[src/inc/lcb_regs.svh]
// register map, field layout and fixed figures of the limit comparator bank
// assumes byte addresses on a 32-bit AXI4-Lite bus, one register per word
`ifndef LCB_REGS_SVH
`define LCB_REGS_SVH

// ==========================================================
// register byte offsets
`define LCB_ADDR_CTRL 8'h00
`define LCB_ADDR_CFG 8'h04
`define LCB_ADDR_THRESH 8'h08
`define LCB_ADDR_DEV 8'h0C
`define LCB_ADDR_HYS 8'h10
`define LCB_ADDR_COMMIT 8'h14
`define LCB_ADDR_LATCH_CLR 8'h18
`define LCB_ADDR_STATE 8'h1C
`define LCB_ADDR_INT_STATUS 8'h20
`define LCB_ADDR_INT_MASK 8'h24

// ==========================================================
// fields
`define LCB_CTRL_FAST 0
`define LCB_CFG_MODE 1:0
`define LCB_CFG_SRC 4:2
`define LCB_CFG_LATCH 5
`define LCB_CFG_NC 6
`define LCB_COMMIT_GO 0
`define LCB_COMMIT_RESTART 1
`define LCB_STATE_ACTIVE 3:0
`define LCB_STATE_CURSOR 5:4
`define LCB_STATE_BUSY 6
`define LCB_INT_DONE 4
`define LCB_MEM_SP 17:0
`define LCB_MEM_DEV 35:18
`define LCB_MEM_HYS 53:36

// ==========================================================
// figures
`define LCB_VAL_MAX 21'h1_869F
`define LCB_LAST_STD 2'h3
`define LCB_LAST_FAST 2'h1
`define LCB_RESP_OKAY 2'h0
`define LCB_RESP_SLVERR 2'h2
`define LCB_ZERO32 32'h0000_0000

`endif

[src/inc/lcb_pkg.sv]
// types shared by the limit comparator bank files
// assumes lcb_regs.svh is on the include path
`include "lcb_regs.svh"
package lcb_pkg;
	typedef logic signed [17:0] lcb_val_t;
	typedef logic signed [20:0] lcb_wide_t;
	typedef logic [53:0] lcb_word_t;
	typedef enum logic [1:0] {
		lcb_off_mode = 2'h0,
		lcb_high_mode = 2'h1,
		lcb_low_mode = 2'h2,
		lcb_dev_mode = 2'h3
	} lcb_mode_e;
	typedef enum logic [2:0] {
		lcb_net_source = 3'h0,
		lcb_gross_source = 3'h1,
		lcb_tare_source = 3'h2,
		lcb_max_source = 3'h3,
		lcb_min_source = 3'h4,
		lcb_peak_to_peak_range = 3'h5
	} lcb_source_e;
	typedef enum logic [1:0] {
		lcb_idle = 2'h0,
		lcb_fetch = 2'h1,
		lcb_judge = 2'h3
	} lcb_state_e;
endpackage : lcb_pkg

[src/rtl/lcb_limit_bank.sv]
// limit comparator bank with AXI4-Lite registers and one interrupt line
// assumes measurement inputs come from logic on aclk, refreshed by meas_update
//
// The address map and the AXI4-Lite register port were decided locally.
`timescale 1ns/1ns
`default_nettype none
`include "lcb_regs.svh"

module lcb_limit_bank
(
	input wire logic aclk, // system clock
	input wire logic aresetn, // synchronous reset, active low
	input wire logic [7:0] s_axi_awaddr, // write address
	input wire logic s_axi_awvalid, // write address valid
	output logic s_axi_awready, // write address ready
	input wire logic [31:0] s_axi_wdata, // write data
	input wire logic [3:0] s_axi_wstrb, // write byte enables
	input wire logic s_axi_wvalid, // write data valid
	output logic s_axi_wready, // write data ready
	output logic [1:0] s_axi_bresp, // write response
	output logic s_axi_bvalid, // write response valid
	input wire logic s_axi_bready, // write response ready
	input wire logic [7:0] s_axi_araddr, // read address
	input wire logic s_axi_arvalid, // read address valid
	output logic s_axi_arready, // read address ready
	output logic [31:0] s_axi_rdata, // read data
	output logic [1:0] s_axi_rresp, // read response
	output logic s_axi_rvalid, // read data valid
	input wire logic s_axi_rready, // read data ready
	input wire lcb_pkg::lcb_val_t meas_gross, // measurement without zero offset
	input wire lcb_pkg::lcb_val_t zero_offset, // offset set by the zero command
	input wire lcb_pkg::lcb_val_t peak_max, // stored maximum
	input wire lcb_pkg::lcb_val_t peak_min, // stored minimum
	input wire logic meas_update, // one-cycle pulse, new measurement
	output logic [3:0] limit_lamp, // front panel indicators
	output logic [3:0] limit_line, // logic level output lines
	output logic [3:0] relay_drive, // relay coil drive, polarity applied
	output logic irq // level interrupt
);
	import lcb_pkg::*;

	// ==========================================================
	// helpers
	function automatic lcb_wide_t wide(input lcb_val_t v);
		wide = {{3{v[17]}}, v};
	endfunction : wide

	// saturate a written word into the legal figure range
	function automatic lcb_val_t clamp(input logic [31:0] raw, input logic unsigned_only);
		logic signed [31:0] s;
		s = $signed(raw);
		if (s > $signed({11'h000, `LCB_VAL_MAX}))
			clamp = lcb_val_t'(`LCB_VAL_MAX);
		else if (unsigned_only && s < 0)
			clamp = '0;
		else if (s < -$signed({11'h000, `LCB_VAL_MAX}))
			clamp = -lcb_val_t'(`LCB_VAL_MAX);
		else
			clamp = s[17:0];
	endfunction : clamp

	function automatic logic [31:0] merge(input logic [31:0] old, input logic [31:0] nw, input logic [3:0] be);
		logic [31:0] m;
		m = {{8{be[3]}}, {8{be[2]}}, {8{be[1]}}, {8{be[0]}}};
		merge = (old & ~m) | (nw & m);
	endfunction : merge

	// ==========================================================
	// bus slave state
	logic fast;
	logic [31:0] stage_cfg;
	logic [31:0] stage_thresh;
	logic [31:0] stage_dev;
	logic [31:0] stage_hys;
	logic [4:0] int_status;
	logic [4:0] int_mask;
	logic [1:0] cursor;
	lcb_mode_e mode [0:3];
	lcb_source_e src [0:3];
	logic [3:0] latch_on;
	logic [3:0] relay_nc;
	logic [3:0] active;
	lcb_state_e state;
	logic [1:0] idx;

	logic wr_go;
	logic [7:0] wa;
	logic [31:0] wd;
	logic wr_hit;
	logic [1:0] last_limit;
	logic commit;
	logic restart;
	logic [3:0] clr_req;
	logic [4:0] w1c;

	assign wr_go = s_axi_awvalid & s_axi_wvalid & ~s_axi_bvalid;
	assign s_axi_awready = wr_go;
	assign s_axi_wready = wr_go;
	assign s_axi_arready = ~s_axi_rvalid;
	assign wa = {s_axi_awaddr[7:2], 2'b00};
	assign wd = s_axi_wdata & {{8{s_axi_wstrb[3]}}, {8{s_axi_wstrb[2]}}, {8{s_axi_wstrb[1]}}, {8{s_axi_wstrb[0]}}};
	assign last_limit = fast ? `LCB_LAST_FAST : `LCB_LAST_STD;
	assign commit = wr_go && wa == `LCB_ADDR_COMMIT && wd[`LCB_COMMIT_GO];
	assign restart = wr_go && wa == `LCB_ADDR_COMMIT && wd[`LCB_COMMIT_RESTART];
	assign clr_req = (wr_go && wa == `LCB_ADDR_LATCH_CLR) ? wd[3:0] : 4'h0;
	assign w1c = (wr_go && wa == `LCB_ADDR_INT_STATUS) ? wd[4:0] : 5'h00;

	always_comb
	begin
		case (wa)
			`LCB_ADDR_CTRL, `LCB_ADDR_CFG, `LCB_ADDR_THRESH, `LCB_ADDR_DEV, `LCB_ADDR_HYS,
			`LCB_ADDR_COMMIT, `LCB_ADDR_LATCH_CLR, `LCB_ADDR_STATE, `LCB_ADDR_INT_STATUS,
			`LCB_ADDR_INT_MASK: wr_hit = 1'b1;
			default: wr_hit = 1'b0;
		endcase
	end

	// ==========================================================
	// write channel
	always_ff @(posedge aclk)
	begin
		if (!aresetn)
		begin
			s_axi_bvalid <= 1'b0;
			s_axi_bresp <= `LCB_RESP_OKAY;
		end
		else if (wr_go)
		begin
			s_axi_bvalid <= 1'b1;
			s_axi_bresp <= wr_hit ? `LCB_RESP_OKAY : `LCB_RESP_SLVERR;
		end
		else if (s_axi_bready)
		begin
			s_axi_bvalid <= 1'b0;
		end
	end

	always_ff @(posedge aclk)
	begin
		if (!aresetn)
		begin
			fast <= 1'b0;
			stage_cfg <= `LCB_ZERO32;
			stage_thresh <= `LCB_ZERO32;
			stage_dev <= `LCB_ZERO32;
			stage_hys <= `LCB_ZERO32;
			int_mask <= 5'h00;
		end
		else if (wr_go)
		begin
			case (wa)
				`LCB_ADDR_CTRL: fast <= s_axi_wstrb[0] ? s_axi_wdata[`LCB_CTRL_FAST] : fast;
				`LCB_ADDR_CFG: stage_cfg <= merge(stage_cfg, s_axi_wdata, s_axi_wstrb);
				`LCB_ADDR_THRESH: stage_thresh <= merge(stage_thresh, s_axi_wdata, s_axi_wstrb);
				`LCB_ADDR_DEV: stage_dev <= merge(stage_dev, s_axi_wdata, s_axi_wstrb);
				`LCB_ADDR_HYS: stage_hys <= merge(stage_hys, s_axi_wdata, s_axi_wstrb);
				`LCB_ADDR_INT_MASK: int_mask <= 5'(merge({27'h0, int_mask}, s_axi_wdata, s_axi_wstrb));
				default: ;
			endcase
		end
	end

	// ==========================================================
	// setup cursor and per-limit settings
	lcb_mode_e cmode;
	lcb_source_e csrc;
	logic mem_we;
	lcb_word_t mem_wdata;

	always_comb
	begin
		cmode = lcb_mode_e'(stage_cfg[`LCB_CFG_MODE]);
		if (fast && cmode == lcb_dev_mode)
			cmode = lcb_off_mode;
		csrc = (stage_cfg[`LCB_CFG_SRC] > 3'h5) ? lcb_net_source : lcb_source_e'(stage_cfg[`LCB_CFG_SRC]);
	end

	// off stores no figures, so its old ones are simply left unused
	assign mem_we = commit && cmode != lcb_off_mode;
	assign mem_wdata = {fast ? lcb_val_t'(0) : clamp(stage_hys, 1'b1),
		clamp(stage_dev, 1'b1), clamp(stage_thresh, 1'b0)};

	always_ff @(posedge aclk)
	begin
		if (!aresetn)
		begin
			cursor <= 2'h0;
		end
		else if (restart)
		begin
			cursor <= 2'h0;
		end
		else if (commit)
		begin
			cursor <= (cursor == last_limit) ? 2'h0 : cursor + 2'h1;
		end
	end

	always_ff @(posedge aclk)
	begin
		if (!aresetn)
		begin
			for (int i = 0; i < 4; i++)
			begin
				mode[i] <= lcb_off_mode;
				src[i] <= lcb_net_source;
			end
			latch_on <= 4'h0;
			relay_nc <= 4'h0;
		end
		else if (commit && !restart)
		begin
			mode[cursor] <= cmode;
			src[cursor] <= csrc;
			latch_on[cursor] <= stage_cfg[`LCB_CFG_LATCH];
			relay_nc[cursor] <= stage_cfg[`LCB_CFG_NC];
		end
	end

	// ==========================================================
	// evaluation: one pass over the limits per measurement update
	lcb_word_t mem_rdata;
	lcb_val_t snap_gross;
	lcb_val_t snap_zero;
	lcb_val_t snap_max;
	lcb_val_t snap_min;
	lcb_wide_t val;
	lcb_wide_t sp;
	lcb_wide_t dev;
	lcb_wide_t hys;
	logic next_act;
	logic [3:0] act_set;

	lcb_limit_mem i_lcb_limit_mem
	(
		.aclk(aclk),
		.we(mem_we && !restart),
		.waddr(cursor),
		.wdata(mem_wdata),
		.raddr(idx),
		.rdata(mem_rdata)
	);

	always_ff @(posedge aclk)
	begin
		if (!aresetn)
		begin
			state <= lcb_idle;
			idx <= 2'h0;
		end
		else
		begin
			case (state)
				lcb_idle:
				begin
					idx <= 2'h0;
					if (meas_update)
						state <= lcb_fetch;
				end
				lcb_fetch: state <= lcb_judge;
				lcb_judge:
				begin
					if (idx == 2'h3)
						state <= lcb_idle;
					else
					begin
						idx <= idx + 2'h1;
						state <= lcb_fetch;
					end
				end
				default: state <= lcb_idle;
			endcase
		end
	end

	// inputs are frozen for the pass so every limit sees the same sample
	always_ff @(posedge aclk)
	begin
		if (!aresetn)
		begin
			snap_gross <= '0;
			snap_zero <= '0;
			snap_max <= '0;
			snap_min <= '0;
		end
		else if (state == lcb_idle && meas_update)
		begin
			snap_gross <= meas_gross;
			snap_zero <= zero_offset;
			snap_max <= peak_max;
			snap_min <= peak_min;
		end
	end

	always_comb
	begin
		case (src[idx])
			lcb_net_source: val = wide(snap_gross) - wide(snap_zero);
			lcb_gross_source: val = wide(snap_gross);
			lcb_tare_source: val = wide(snap_zero);
			lcb_max_source: val = wide(snap_max);
			lcb_min_source: val = wide(snap_min);
			lcb_peak_to_peak_range: val = wide(snap_max) - wide(snap_min);
			default: val = wide(snap_gross) - wide(snap_zero);
		endcase
		sp = wide(mem_rdata[`LCB_MEM_SP]);
		dev = wide(mem_rdata[`LCB_MEM_DEV]);
		hys = wide(mem_rdata[`LCB_MEM_HYS]);
		next_act = 1'b0;
		case (mode[idx])
			lcb_high_mode: next_act = active[idx] ? !(val < sp - hys) : (val > sp);
			lcb_low_mode: next_act = active[idx] ? !(val > sp + hys) : (val < sp);
			lcb_dev_mode: next_act = !fast && (val > sp + dev || val < sp - dev);
			default: next_act = 1'b0;
		endcase
		if (idx > last_limit)
			next_act = 1'b0;
	end

	always_comb
	begin
		act_set = 4'h0;
		if (state == lcb_judge && next_act && !active[idx])
			act_set[idx] = 1'b1;
	end

	always_ff @(posedge aclk)
	begin
		if (!aresetn)
		begin
			active <= 4'h0;
		end
		else
		begin
			for (int i = 0; i < 4; i++)
			begin
				if (state == lcb_judge && idx == 2'(i))
				begin
					// a latched limit leaves only through the clear, by being set to off or by lying beyond the last limit, and a fresh trip beats the clear
					if (latch_on[i] && active[i] && mode[i] != lcb_off_mode && !clr_req[i])
						active[i] <= 1'b1;
					else
						active[i] <= next_act;
				end
				else if (clr_req[i] || mode[i] == lcb_off_mode || 2'(i) > last_limit)
				begin
					active[i] <= 1'b0;
				end
			end
		end
	end

	// one state feeds lamp, line and relay so they never disagree
	always_ff @(posedge aclk)
	begin
		if (!aresetn)
		begin
			limit_lamp <= 4'h0;
			limit_line <= 4'h0;
			relay_drive <= 4'h0;
		end
		else
		begin
			limit_lamp <= active;
			limit_line <= active;
			relay_drive <= active ^ relay_nc;
		end
	end

	// ==========================================================
	// interrupts and read channel
	logic done_evt;

	assign done_evt = commit && !restart && cursor == last_limit;

	always_ff @(posedge aclk)
	begin
		if (!aresetn)
		begin
			int_status <= 5'h00;
		end
		else
		begin
			int_status <= (int_status & ~w1c) | {done_evt, act_set};
		end
	end

	assign irq = |(int_status & int_mask);

	always_ff @(posedge aclk)
	begin
		if (!aresetn)
		begin
			s_axi_rvalid <= 1'b0;
			s_axi_rdata <= `LCB_ZERO32;
			s_axi_rresp <= `LCB_RESP_OKAY;
		end
		else if (s_axi_arvalid && s_axi_arready)
		begin
			s_axi_rvalid <= 1'b1;
			s_axi_rresp <= `LCB_RESP_OKAY;
			case ({s_axi_araddr[7:2], 2'b00})
				`LCB_ADDR_CTRL: s_axi_rdata <= {31'h0, fast};
				`LCB_ADDR_CFG: s_axi_rdata <= stage_cfg;
				`LCB_ADDR_THRESH: s_axi_rdata <= stage_thresh;
				`LCB_ADDR_DEV: s_axi_rdata <= stage_dev;
				`LCB_ADDR_HYS: s_axi_rdata <= stage_hys;
				`LCB_ADDR_COMMIT, `LCB_ADDR_LATCH_CLR: s_axi_rdata <= `LCB_ZERO32;
				`LCB_ADDR_STATE: s_axi_rdata <= {25'h0, state != lcb_idle, cursor, active};
				`LCB_ADDR_INT_STATUS: s_axi_rdata <= {27'h0, int_status};
				`LCB_ADDR_INT_MASK: s_axi_rdata <= {27'h0, int_mask};
				default:
				begin
					s_axi_rdata <= `LCB_ZERO32;
					s_axi_rresp <= `LCB_RESP_SLVERR;
				end
			endcase
		end
		else if (s_axi_rready)
		begin
			s_axi_rvalid <= 1'b0;
		end
	end
endmodule : lcb_limit_bank
`default_nettype wire

[src/rtl/lcb_limit_mem.sv]
// per-limit set point, deviation and dead band store
// assumes one writer and one reader on the same clock; read data one cycle late
`timescale 1ns/1ns
`default_nettype none
module lcb_limit_mem
(
	input wire logic aclk, // system clock
	input wire logic we, // write strobe
	input wire logic [1:0] waddr, // limit written
	input wire lcb_pkg::lcb_word_t wdata, // packed limit figures
	input wire logic [1:0] raddr, // limit read
	output lcb_pkg::lcb_word_t rdata // registered read data
);
	import lcb_pkg::*;

	lcb_word_t mem [0:3];

	always_ff @(posedge aclk)
	begin
		if (we)
		begin
			mem[waddr] <= wdata;
		end
	end

	always_ff @(posedge aclk)
	begin
		rdata <= mem[raddr];
	end
endmodule : lcb_limit_mem
`default_nettype wire

[config.mk]
export PLATFORM = sky130hd
export DESIGN_NAME = lcb_limit_bank
export DESIGN_NICKNAME = d
export VERILOG_FILES = /design/src/inc/lcb_pkg.sv /design/src/rtl/lcb_limit_bank.sv /design/src/rtl/lcb_limit_mem.sv
export VERILOG_INCLUDE_DIRS = /design/src /design/src/inc
export SDC_FILE = /design/constraint.sdc
export NUM_CORES = 1
export LEC_CHECK = 0
export BUFFER_PORTS_ARGS = -buffer_cell sky130_fd_sc_hd__buf_2
export CORE_ASPECT_RATIO = 0.75
export CORE_UTILIZATION = 32
export CTS_CLUSTER_DIAMETER = 30
export DETAILED_ROUTE_END_ITERATION = 16
export PLACE_DENSITY = 0.48
export SETUP_SLACK_MARGIN = 0.05
export SYNTH_ARGS = -nofsm -noshare
export SYNTH_HDL_FRONTEND = slang
export SYNTH_HIERARCHICAL = 1
export SYNTH_SLANG_ARGS = --single-unit
[constraint.sdc]
create_clock -name aclk -period 9 [get_ports aclk]
set_input_delay 1.35 -clock aclk [delete_from_list [all_inputs] [get_ports aclk]]
set_output_delay 1.35 -clock aclk [all_outputs]
set_load 0.02 [all_outputs]
# Word-level counts from Yosys, hierarchy flattened
# Memory sizes are Yosys's and may differ from the RTL's. A register that Yosys moved wholly into a read port is not among the register bits.
# Cells that the tools add are included.
# W data, S select, Z words.
[word_totals]
memories = 3
elab_cells = 274
mem_bits_rw = 236
regBits = 275
[memory_table]
columns = ["memory", "words", "word_bits", "rd", "rd_ports_with_merged_regs", "wr", "line_no", "source"]
rows = [
  ["i_lcb_limit_mem.mem", 4, 54, 1, 1, 1, "lcb_limit_mem.sv:16", "lcb_word_t mem [0:3];"],
  ["src", 4, 3, 1, 1, 4, "lcb_limit_bank.sv:79", "lcb_source_e src [0:3];"],
  ["mode", 4, 2, 5, 1, 4, "lcb_limit_bank.sv:78", "lcb_mode_e mode [0:3];"],
]
[classes]
muxes = 70
n_addsub = 8
n_eq_ne = 35
n_lt_le_gt_ge = 24
bitwise = 22
reduce_logical = 85
[op_table]
columns = ["cell", "count"]
rows = [
  ["$pmux W32 S8", 1],
  ["$mux W18", 9],
  ["$and A32 B32 Y32", 5],
  ["$or A32 B32 Y32", 4],
  ["$pmux W21 S5", 1],
  ["$gt A32 B18 Y1 const B", 3],
  ["$lt A32 B18 Y1 const B", 3],
  ["$sub A18 B18 Y19", 4],
  ["$lt A32 B1 Y1 const B", 2],
  ["$eq A6 B3 Y1 const B", 8],
  ["$gt A21 B19 Y1", 2],
  ["$lt A21 B19 Y1", 2],
  ["$add A18 B18 Y19", 2],
  ["$logic_and A1 B1 Y1", 33],
  ["$mux W1", 32],
  ["$not A32 Y32", 1],
  ["$mux W2", 14],
  ["$reduce_bool A2 Y1", 13],
  ["$eq A6 B2 Y1 const B", 4],
  ["$eq A6 B4 Y1 const B", 4],
  ["$gt A21 B18 Y1", 1],
  ["$lt A21 B18 Y1", 1],
  ["$reduce_or A10 Y1", 2],
  ["$and A5 B5 Y5", 3],
  ["39 further kinds", 90],
]

# Depth between registers and ports, before layout
# Gate-level depths: netlist of run 1.
[depth]
word_depth = 11
ltp_mapped = 26

# By module
# The synthesis of run 1 kept the hierarchy.
[by_module_without_submodules]
columns = ["mod", "cells_per_inst", "area_per_inst_um2", "instances"]
rows = [
  ["lcb_limit_bank", 2685, 21379.3, 1],
  ["lcb_limit_mem", 340, 8971.1, 1],
]

# Least setup slack after synthesis of run 1
# Ideal clock, no wire load.
[synth_path]
path_type = "input port to flip-flop"
start = "input port s_axi_awvalid"
end = "memory i_lcb_limit_mem/mem[0][0] in the netlist's numbering (enable)"
required_ns = 8.456
path_slack_ns = 0.897
path_stages = 9
path_buffers = 1
arrival_time_ns = 7.559
path_cell_list = "nand2_1 > or2_2 > or3_1 > nor3b_1 > nand3b_1 > nor3_1 > clkbuf_1 > a21boi_0 > nor3b_1"
[synth_via]
elab_chain_cells = 8
elab_cells_between_ends = 10
classes_between = "2 x mux; 2 x bitwise; 6 x reduce/logical"
[synth_rtl]
columns = ["element", "line_no", "source"]
rows = [
  ["start, declared", "lcb_limit_bank.sv:14", "input wire logic s_axi_awvalid,"],
  ["$and A1 B1 Y1 (*) (2 in a row)", "lcb_limit_bank.sv:96", "assign wr_go = s_axi_awvalid & s_axi_wvalid & ~s_axi_bvalid;"],
  ["$logic_and A1 B1 Y1 (no line) (*)", "--", ""],
  ["$logic_and A1 B1 Y1 (on tied branches)", "lcb_limit_bank.sv:103, lcb_limit_bank.sv:104", ""],
  ["$logic_and A1 B1 Y1 / $logic_not A1 Y1 (equally long branches)", "lcb_limit_bank.sv:179, lcb_limit_bank.sv:237", ""],
  ["$logic_and A1 B1 Y1 (*)", "lcb_limit_bank.sv:237", ".we(mem_we && !restart),"],
  ["$mux W1 (*)", "lcb_limit_mem.sv:20", "if (we)"],
  ["$mux W1 (implied by the code) (*)", "lcb_limit_mem.sv:22", "mem[waddr] <= wdata;"],
  ["end, declared", "lcb_limit_mem.sv:16", ""],
]
# Every way passes the cells marked *; elsewhere a longest branch is shown, timed or not.

==> metrics, run 1 <==
outcome finished clean; VDD IR max 0.144 mV; Max Buffers Root-to-Sink 3; I/O Pins around 190; YS warnings 6; Post-synth ARST share 0%; worst endpoint required time between 9 and 10 ns; number of synthesized flops with an enable pin roughly 240; Vias 23200; fin crit share 73.2%; Num Clock Sinks 565; Via density between 5 and 6; vias in the first global route 22700; clk slew on worst S/H paths 0.06 ns; H-tree depth 3; post-DR wirelength/cell between 20 and 25 um; Crit Path Max Fanout 25; Die H 269 um; core box area 93700 um^2; drc violations 0; Post-Syn Area per Cell ~10 um^2; max-slew violations 0; Post-Synth Simple-Gate Area 13.9%; CTS root buf clkbuf_16; max-cap check violation count 0; Tot Pwr 7.72 mW; most frequent CP cell a21oi_1; Setup WS pre-CTS ~2.6 ns; total CTS buffers 105; biggest cell delay along the critical path 0.87 ns; Nets 3527; Synth Area in Adders 8.79%; main combinational cell family by area after synthesis compound AO/OA/AOI/OAI gates; Detailed Place HPWL 65.8 mm; Distinct cells, synth 93; Placed Cells 4318; WL final 91.7 mm; delay-heaviest family, CP compound AO/OA/AOI/OAI gates; area grow syn2layout 19.4%; Die Span X 358 um; prevailing post-synth register cell dfxtp_1; Worst setup EP type flop; Synth Area in Compound Gates 18.8%; GPL Wtd Cong 0.830; Setup CP Type flop to flop; synthesized cell area slightly above 30000 um^2; #FFs+latches synth 565; startpoint types flop; Initial Util 32.4%; layout cells sized above 1 16.2%; grt total ovfl 0; final setup margin around 2.4 ns; Setup Skew 0.0758 ns; initial antenna violation count 3; worst skew pair latency 0.71 ns; CTS tree yes; Slew headroom 16.7%; Min-Delay Path Class flop to flop; final hold vios 0; count leader, synth nand2_1; crit path DAT around 7.2 ns; Total GRT Usage 19.1%; Final setup viols 0; drt pass-1 iters 5; crit path buf inv count 0; Yosys top cell area share 23.3%; Setup Total Neg Slack 0 ns; XOR/XNOR share of the synthesized area 2.60%; RSZ-0062 raised after global routing false; first-pass GRT wire length 140 mm; First DRT Iteration DRCs 1742; CTS resizes 0; Period minus WS final 6.59 ns; setup bufs post-CTS 0; worst slew pin tran approximately 1.2 ns; fraction of synthesized area in multiplexers 6.48%; sequential share of the synthesized area 45.1%; Layout Cells excl Fill around 4500; PD cells approximately 210 nW/um^2; top cells by count, synth nand2_1, dfxtp_1, edfxtp_1, a21boi_0, ha_1; # fillers 9372; Cells after Synth 3025; input/output buffers 179; Slowest-stage cell, CP mux4_2; cell taking the most area after synthesis edfxtp_1; row count 97; flop-to-flop setup slack ~2.4 ns; fmax 0.152 GHz; antenna viol nets, final 0; largest net degree at the start of global routing about 110; die area 96100 um^2; crit-path cells mux4_2, nor2b_1, nand2_1, o32a_1, a21oi_1, ha_1, nand2_1, nor2_1, a221oi_1, a21oi_1, o21ai_0, a21oi_1, maj3_1, a21oi_1, a2111oi_1, o311ai_4, a41o_1; hold buffers post-CTS 0; Lkg Pwr 14.3 nW; leading post-synthesis cells by cell area edfxtp_1, dfxtp_1, ha_1, nand2_1, a21boi_0
## final timing paths
path | start | to | cells past startpoint
worst min register to register | snap_min[5]$_SDFFE_PN0P_ | snap_min[5]$_SDFFE_PN0P_ | 2
worst max register to register | flop | int_status[3]$_SDFF_PN0_ | 17
worst min-delay path | snap_min[5]$_SDFFE_PN0P_ | snap_min[5]$_SDFFE_PN0P_ | 2
worst max-delay path | flop | int_status[3]$_SDFF_PN0_ | 17
## worst min-delay path, delay by kind of cell (launching register included)
| family | cells | cell delay, ns |
|---|---|---|
| simple gates | 1 | 0.05 |
| compound gates | 1 | 0.06 |
| flops | 1 | 0.30 |
## cell usage in the layout (no fill, tap or decap), drive strengths merged, types with 88 or more instances in the layout
master	count
nand3	88
buf	210
clkbuf	120
dfxtp	329
edfxtp	236
nand2	475
a21boi	216
inv	181
ha	201
o21ai	89
nor2	145
a21oi	145
## stage by stage
stage	hold WS (ns)	area (um^2)	utilization, %
floorplan	0.438	30400	-
global placement	0.456	32400	34.6
detailed placement	0.460	32400	34.6
CTS	0.466	36200	38.7
global route	0.485	36200	38.7
finish	0.466	36200	38.7
## report_power, final
group	switching (mW)	leakage (nW)	total, mW	internal (mW)
clock network	1.49	1.87	4.23	2.74
logic	0.459	7.55	0.755	0.296
registers	0.0382	4.87	2.73	2.69
## layer usage
layer | track usage, % | part of all wire, %
met1 | 28.9 | 52
met2 | 27.7 | 41
met3 | 3.78 | 5.0
met4 | 3.94 | 1.5
met5 | 0 | 0.014
## layout make-up
class | instances | area [um^2] | share of cell area [%]
flip-flops and latches | 565 | 13700 | 37.7
multi-input cells | 2148 | 15400 | 42.6
clock buffers | 120 | 2810 | 7.74
diodes | 1 | 2.50 | 0.00690
clock inverters | 80 | 1060 | 2.92
repair buffers | 210 | 1130 | 3.13
inverters | 158 | 593 | 1.64
well taps | 1237 | 1550 | 4.27
## kinds of logic (layout without fill, tap and decap cells)
| kind of cell | count (synthesis) | in the layout |
|---|---|---|
| flip-flops | 565 | 565 |
| XOR/XNOR | 90 | 90 |
| multiplexers | 117 | 117 |
| AND/OR/NAND/NOR | 930 | 930 |
| adder cells (fa/ha/maj) | 210 | 210 |
| other | 1 | 11 |
| AO/OA/AOI/OAI | 791 | 791 |
| buffers and inverters | 321 | 568 |
Note: power is estimated with default switching activity, not from simulation.
==> run 2, diff against run 1 <==
- PLACE_DENSITY: 0.48 -> 0.5
- clock period: 9 -> 5.67 ns (I/O delays scaled with it)
==> run 2 against run 1 <==
Net effect:
- hold slack lost 0.052 ns
- final cell count rose by 1.1%
- via count increased by 0.75%
- design area grew 1.4%
- global-route usage decreased by 0.26 points
- critical path depth is 6 higher
- total power is 59% higher
==> metrics, run 2 (synthesis results as in run 1) <==
CTS root buf clkbuf_16; row count 97 (unchanged); Slowest-stage cell, CP a221oi_1; post-DR wirelength/cell 19.9 um (-2.0%); Setup Skew 0.0693 ns (-0.00646 ns); H-tree depth 3 (unchanged); Levels on crit path 23 (+6); initial antenna violation count 7 (+4); RSZ-0062 raised after global routing false; Final Util 39.2% (+0.54 points); global-route met1 utilization 28.3% (-0.65 points); fmax 0.186 GHz (+22%); Hold Startpoint s_axi_arvalid; Total GRT Usage 18.8% (-0.26 points); Max Buffers Root-to-Sink 3 (unchanged); Crit Path Max Fanout 8 (-68%); Die Span X 358 um (unchanged); delay-heaviest family, CP compound AO/OA/AOI/OAI gates; Min-Delay Path Class primary input to flop; most frequent CP cell a21o_1; grt total ovfl 0 (unchanged); drt pass-1 iters 6 (+1); Initial Util 32.4% (unchanged); clk slew on worst S/H paths 0.05 ns (about the same); total CTS buffers 104 (-0.95%); Placed Cells 4366 (+1.1%); VDD IR max 0.243 mV (+69%); Slew headroom 25.3% (+8.6 points); crit path DAT 5.97 ns (-1.27 ns); First DRT Iteration DRCs 1731 (-0.63%); area grow syn2layout 21.1%; PD cells 334 nW/um^2 (+57%); most frequent cells in the layout nand2_1, dfxtp_1, edfxtp_1; antenna viol nets, final 0 (unchanged); worst skew pair latency 0.70 ns (about the same); Vias 23400 (+0.75%); max-slew violations 0 (unchanged); final hold vios 0 (unchanged); WL final 90.8 mm (-0.93%); Num Clock Sinks 565 (unchanged); Finished Cell Area 36800 um^2 (+1.4%); Setup CP Type flop to flop; Setup Total Neg Slack 0 ns (unchanged); Layout Cells excl Fill 4567 (+1.1%); Via density 5.12 (-0.31%); worst slew pin tran 1.11 ns (-0.129 ns); most common cell after layout, fill and taps aside nand2_1; Worst setup EP type flop; met2 Usage GRT 27.9% (+0.20 points); biggest cell delay along the critical path 0.52 ns (-0.35 ns); Period minus WS final 5.38 ns (-1.20 ns); Die H 269 um (unchanged); layout cells sized above 1 18.1% (+1.9 points); worst endpoint required time 6.26 ns (-3.39 ns); crit-path cells inv_1, ha_1, a21o_1, a21o_1, a21o_1, a21o_1, a21o_1, a21o_1, a221oi_1, a21oi_1, a211o_1, a21oi_1, xor2_1, ha_1, o21ai_0, a21o_1, maj3_1, a21oi_1, a311o_1, a311o_1, o311ai_4, buf_12, a41o_1; input/output buffers 179 (unchanged); largest net degree at the start of global routing 137 (+29%); fin crit share 94.9% (+22 points); worst r2r src i_lcb_limit_mem/rdata[19]$_DFF_P_; CTS tree yes; Post-Place Cell Area 32800 um^2 (+1.3%); Critical Path Source i_lcb_limit_mem/rdata[19]$_DFF_P_; M3 GR Usage 3.34% (-0.44 points); drc violations 0 (unchanged); outcome finished clean; GR peak layer met1; startpoint types flop; crit path buf inv count 2 (+2); GPL Wtd Cong 0.868 (+4.6%); cell depth of the worst hold path 2 (unchanged); max-cap check violation count 0 (unchanged); Lkg Pwr 14.5 nW (+1.7%); I/O Pins 186 (unchanged); Nets 3577 (+1.4%); worst-case reg-to-reg path depth 23 (+6); vias in the first global route 22800 (+0.39%); core box area 93700 um^2 (unchanged); Tot Pwr 12.3 mW (+59%); die area 96100 um^2 (unchanged); Detailed Place HPWL 66.2 mm (+0.63%); Final setup viols 0 (unchanged); first-pass GRT wire length 139 mm (-0.56%)
-- run 2: cell types whose count changed in the layout (fill, tap and decap cells not counted), moves of 3 or more --
| cell | delta |
|---|---|
| a21boi_0 | -3 |
| a21oi_1 | -3 |
| buf_12 | +6 |
| buf_4 | +45 |
| clkbuf_8 | -5 |
| clkinv_1 | -4 |
| clkinv_2 | -3 |
| clkinvlp_4 | +4 |
| inv_6 | +8 |
| o21ai_0 | -5 |
| o21ai_1 | +5 |
-- run 2: final timing paths --
path / slack [ns] / end
worst max-delay path: 0.29 / int_status[0]$_SDFF_PN0_
worst max register to register: 0.29 / int_status[0]$_SDFF_PN0_
worst min-delay path: 0.41 / s_axi_rvalid$_SDFFE_PN0P_
worst min register to register: 0.46 / latch_on[0]$_SDFFE_PN0P_
-- run 2: worst reg2reg max path, stage by stage (launching register included) --
cell and delay (ns):
dfxtp_1 0.38, inv_1 0.10, ha_1 0.31, a21o_1 0.17, a21o_1 0.20, a21o_1 0.17
a21o_1 0.20, a21o_1 0.18, a21o_1 0.21, a221oi_1 0.52, a21oi_1 0.26, a211o_1 0.33
a21oi_1 0.17, xor2_1 0.09, ha_1 0.31, o21ai_0 0.08, a21o_1 0.16, maj3_1 0.35
a21oi_1 0.16, a311o_1 0.16, a311o_1 0.23, o311ai_4 0.13, buf_12 0.18, a41o_1 0.23
-- run 2: metal layers --
| metal | vias to the layer above | wire (um) |
|---|---|---|
| met3 | 101 | 4640 |
| met4 | 6 | 1230 |
| met2 | 529 | 38500 |
| met5 | - | 34 |
| met1 | 11300 | 46300 |
| li1 | 11500 | - |
-- run 2: per-stage QoR --
step	setup WS [ns]	hold WS (ns)
after floorplan	0.702	0.438
after global placement	-0.0212	0.452
after detailed placement	-0.0440	0.459
after CTS	0.0861	0.361
after global routing	0.0307	0.389
final	0.287	0.414
-- run 2: area by class of cell --
class | count | area [um^2]
fillers | 9282 | 56900
diodes | 1 | 2.50
multi-input cells | 2148 | 15500
inverters | 158 | 593
clock inverters | 84 | 1130
well taps | 1237 | 1550
clock buffers | 113 | 2710
repair buffers | 261 | 1590
flip-flops and latches | 565 | 13700
-- run 2: power breakdown --
group | leakage [nW] | total (mW) | internal, mW | switching (mW)
combinational | 7.83 | 1.28 | 0.533 | 0.744
sequential | 4.87 | 4.33 | 4.27 | 0.0571
clock | 1.83 | 6.66 | 4.25 | 2.41
-- run 2: timing repair --
| item | 4_1_cts | 5_1_grt |
|---|---|---|
| resized for setup | 1 | 25 |
| pin swaps | 0 | 3 |
| buffers inserted | 0 | 3 |
| endpoints found under the hold margin | 0 | 0 |
| hold buffers | 0 | 0 |
| endpoints found under the setup margin | 8 | 8 |
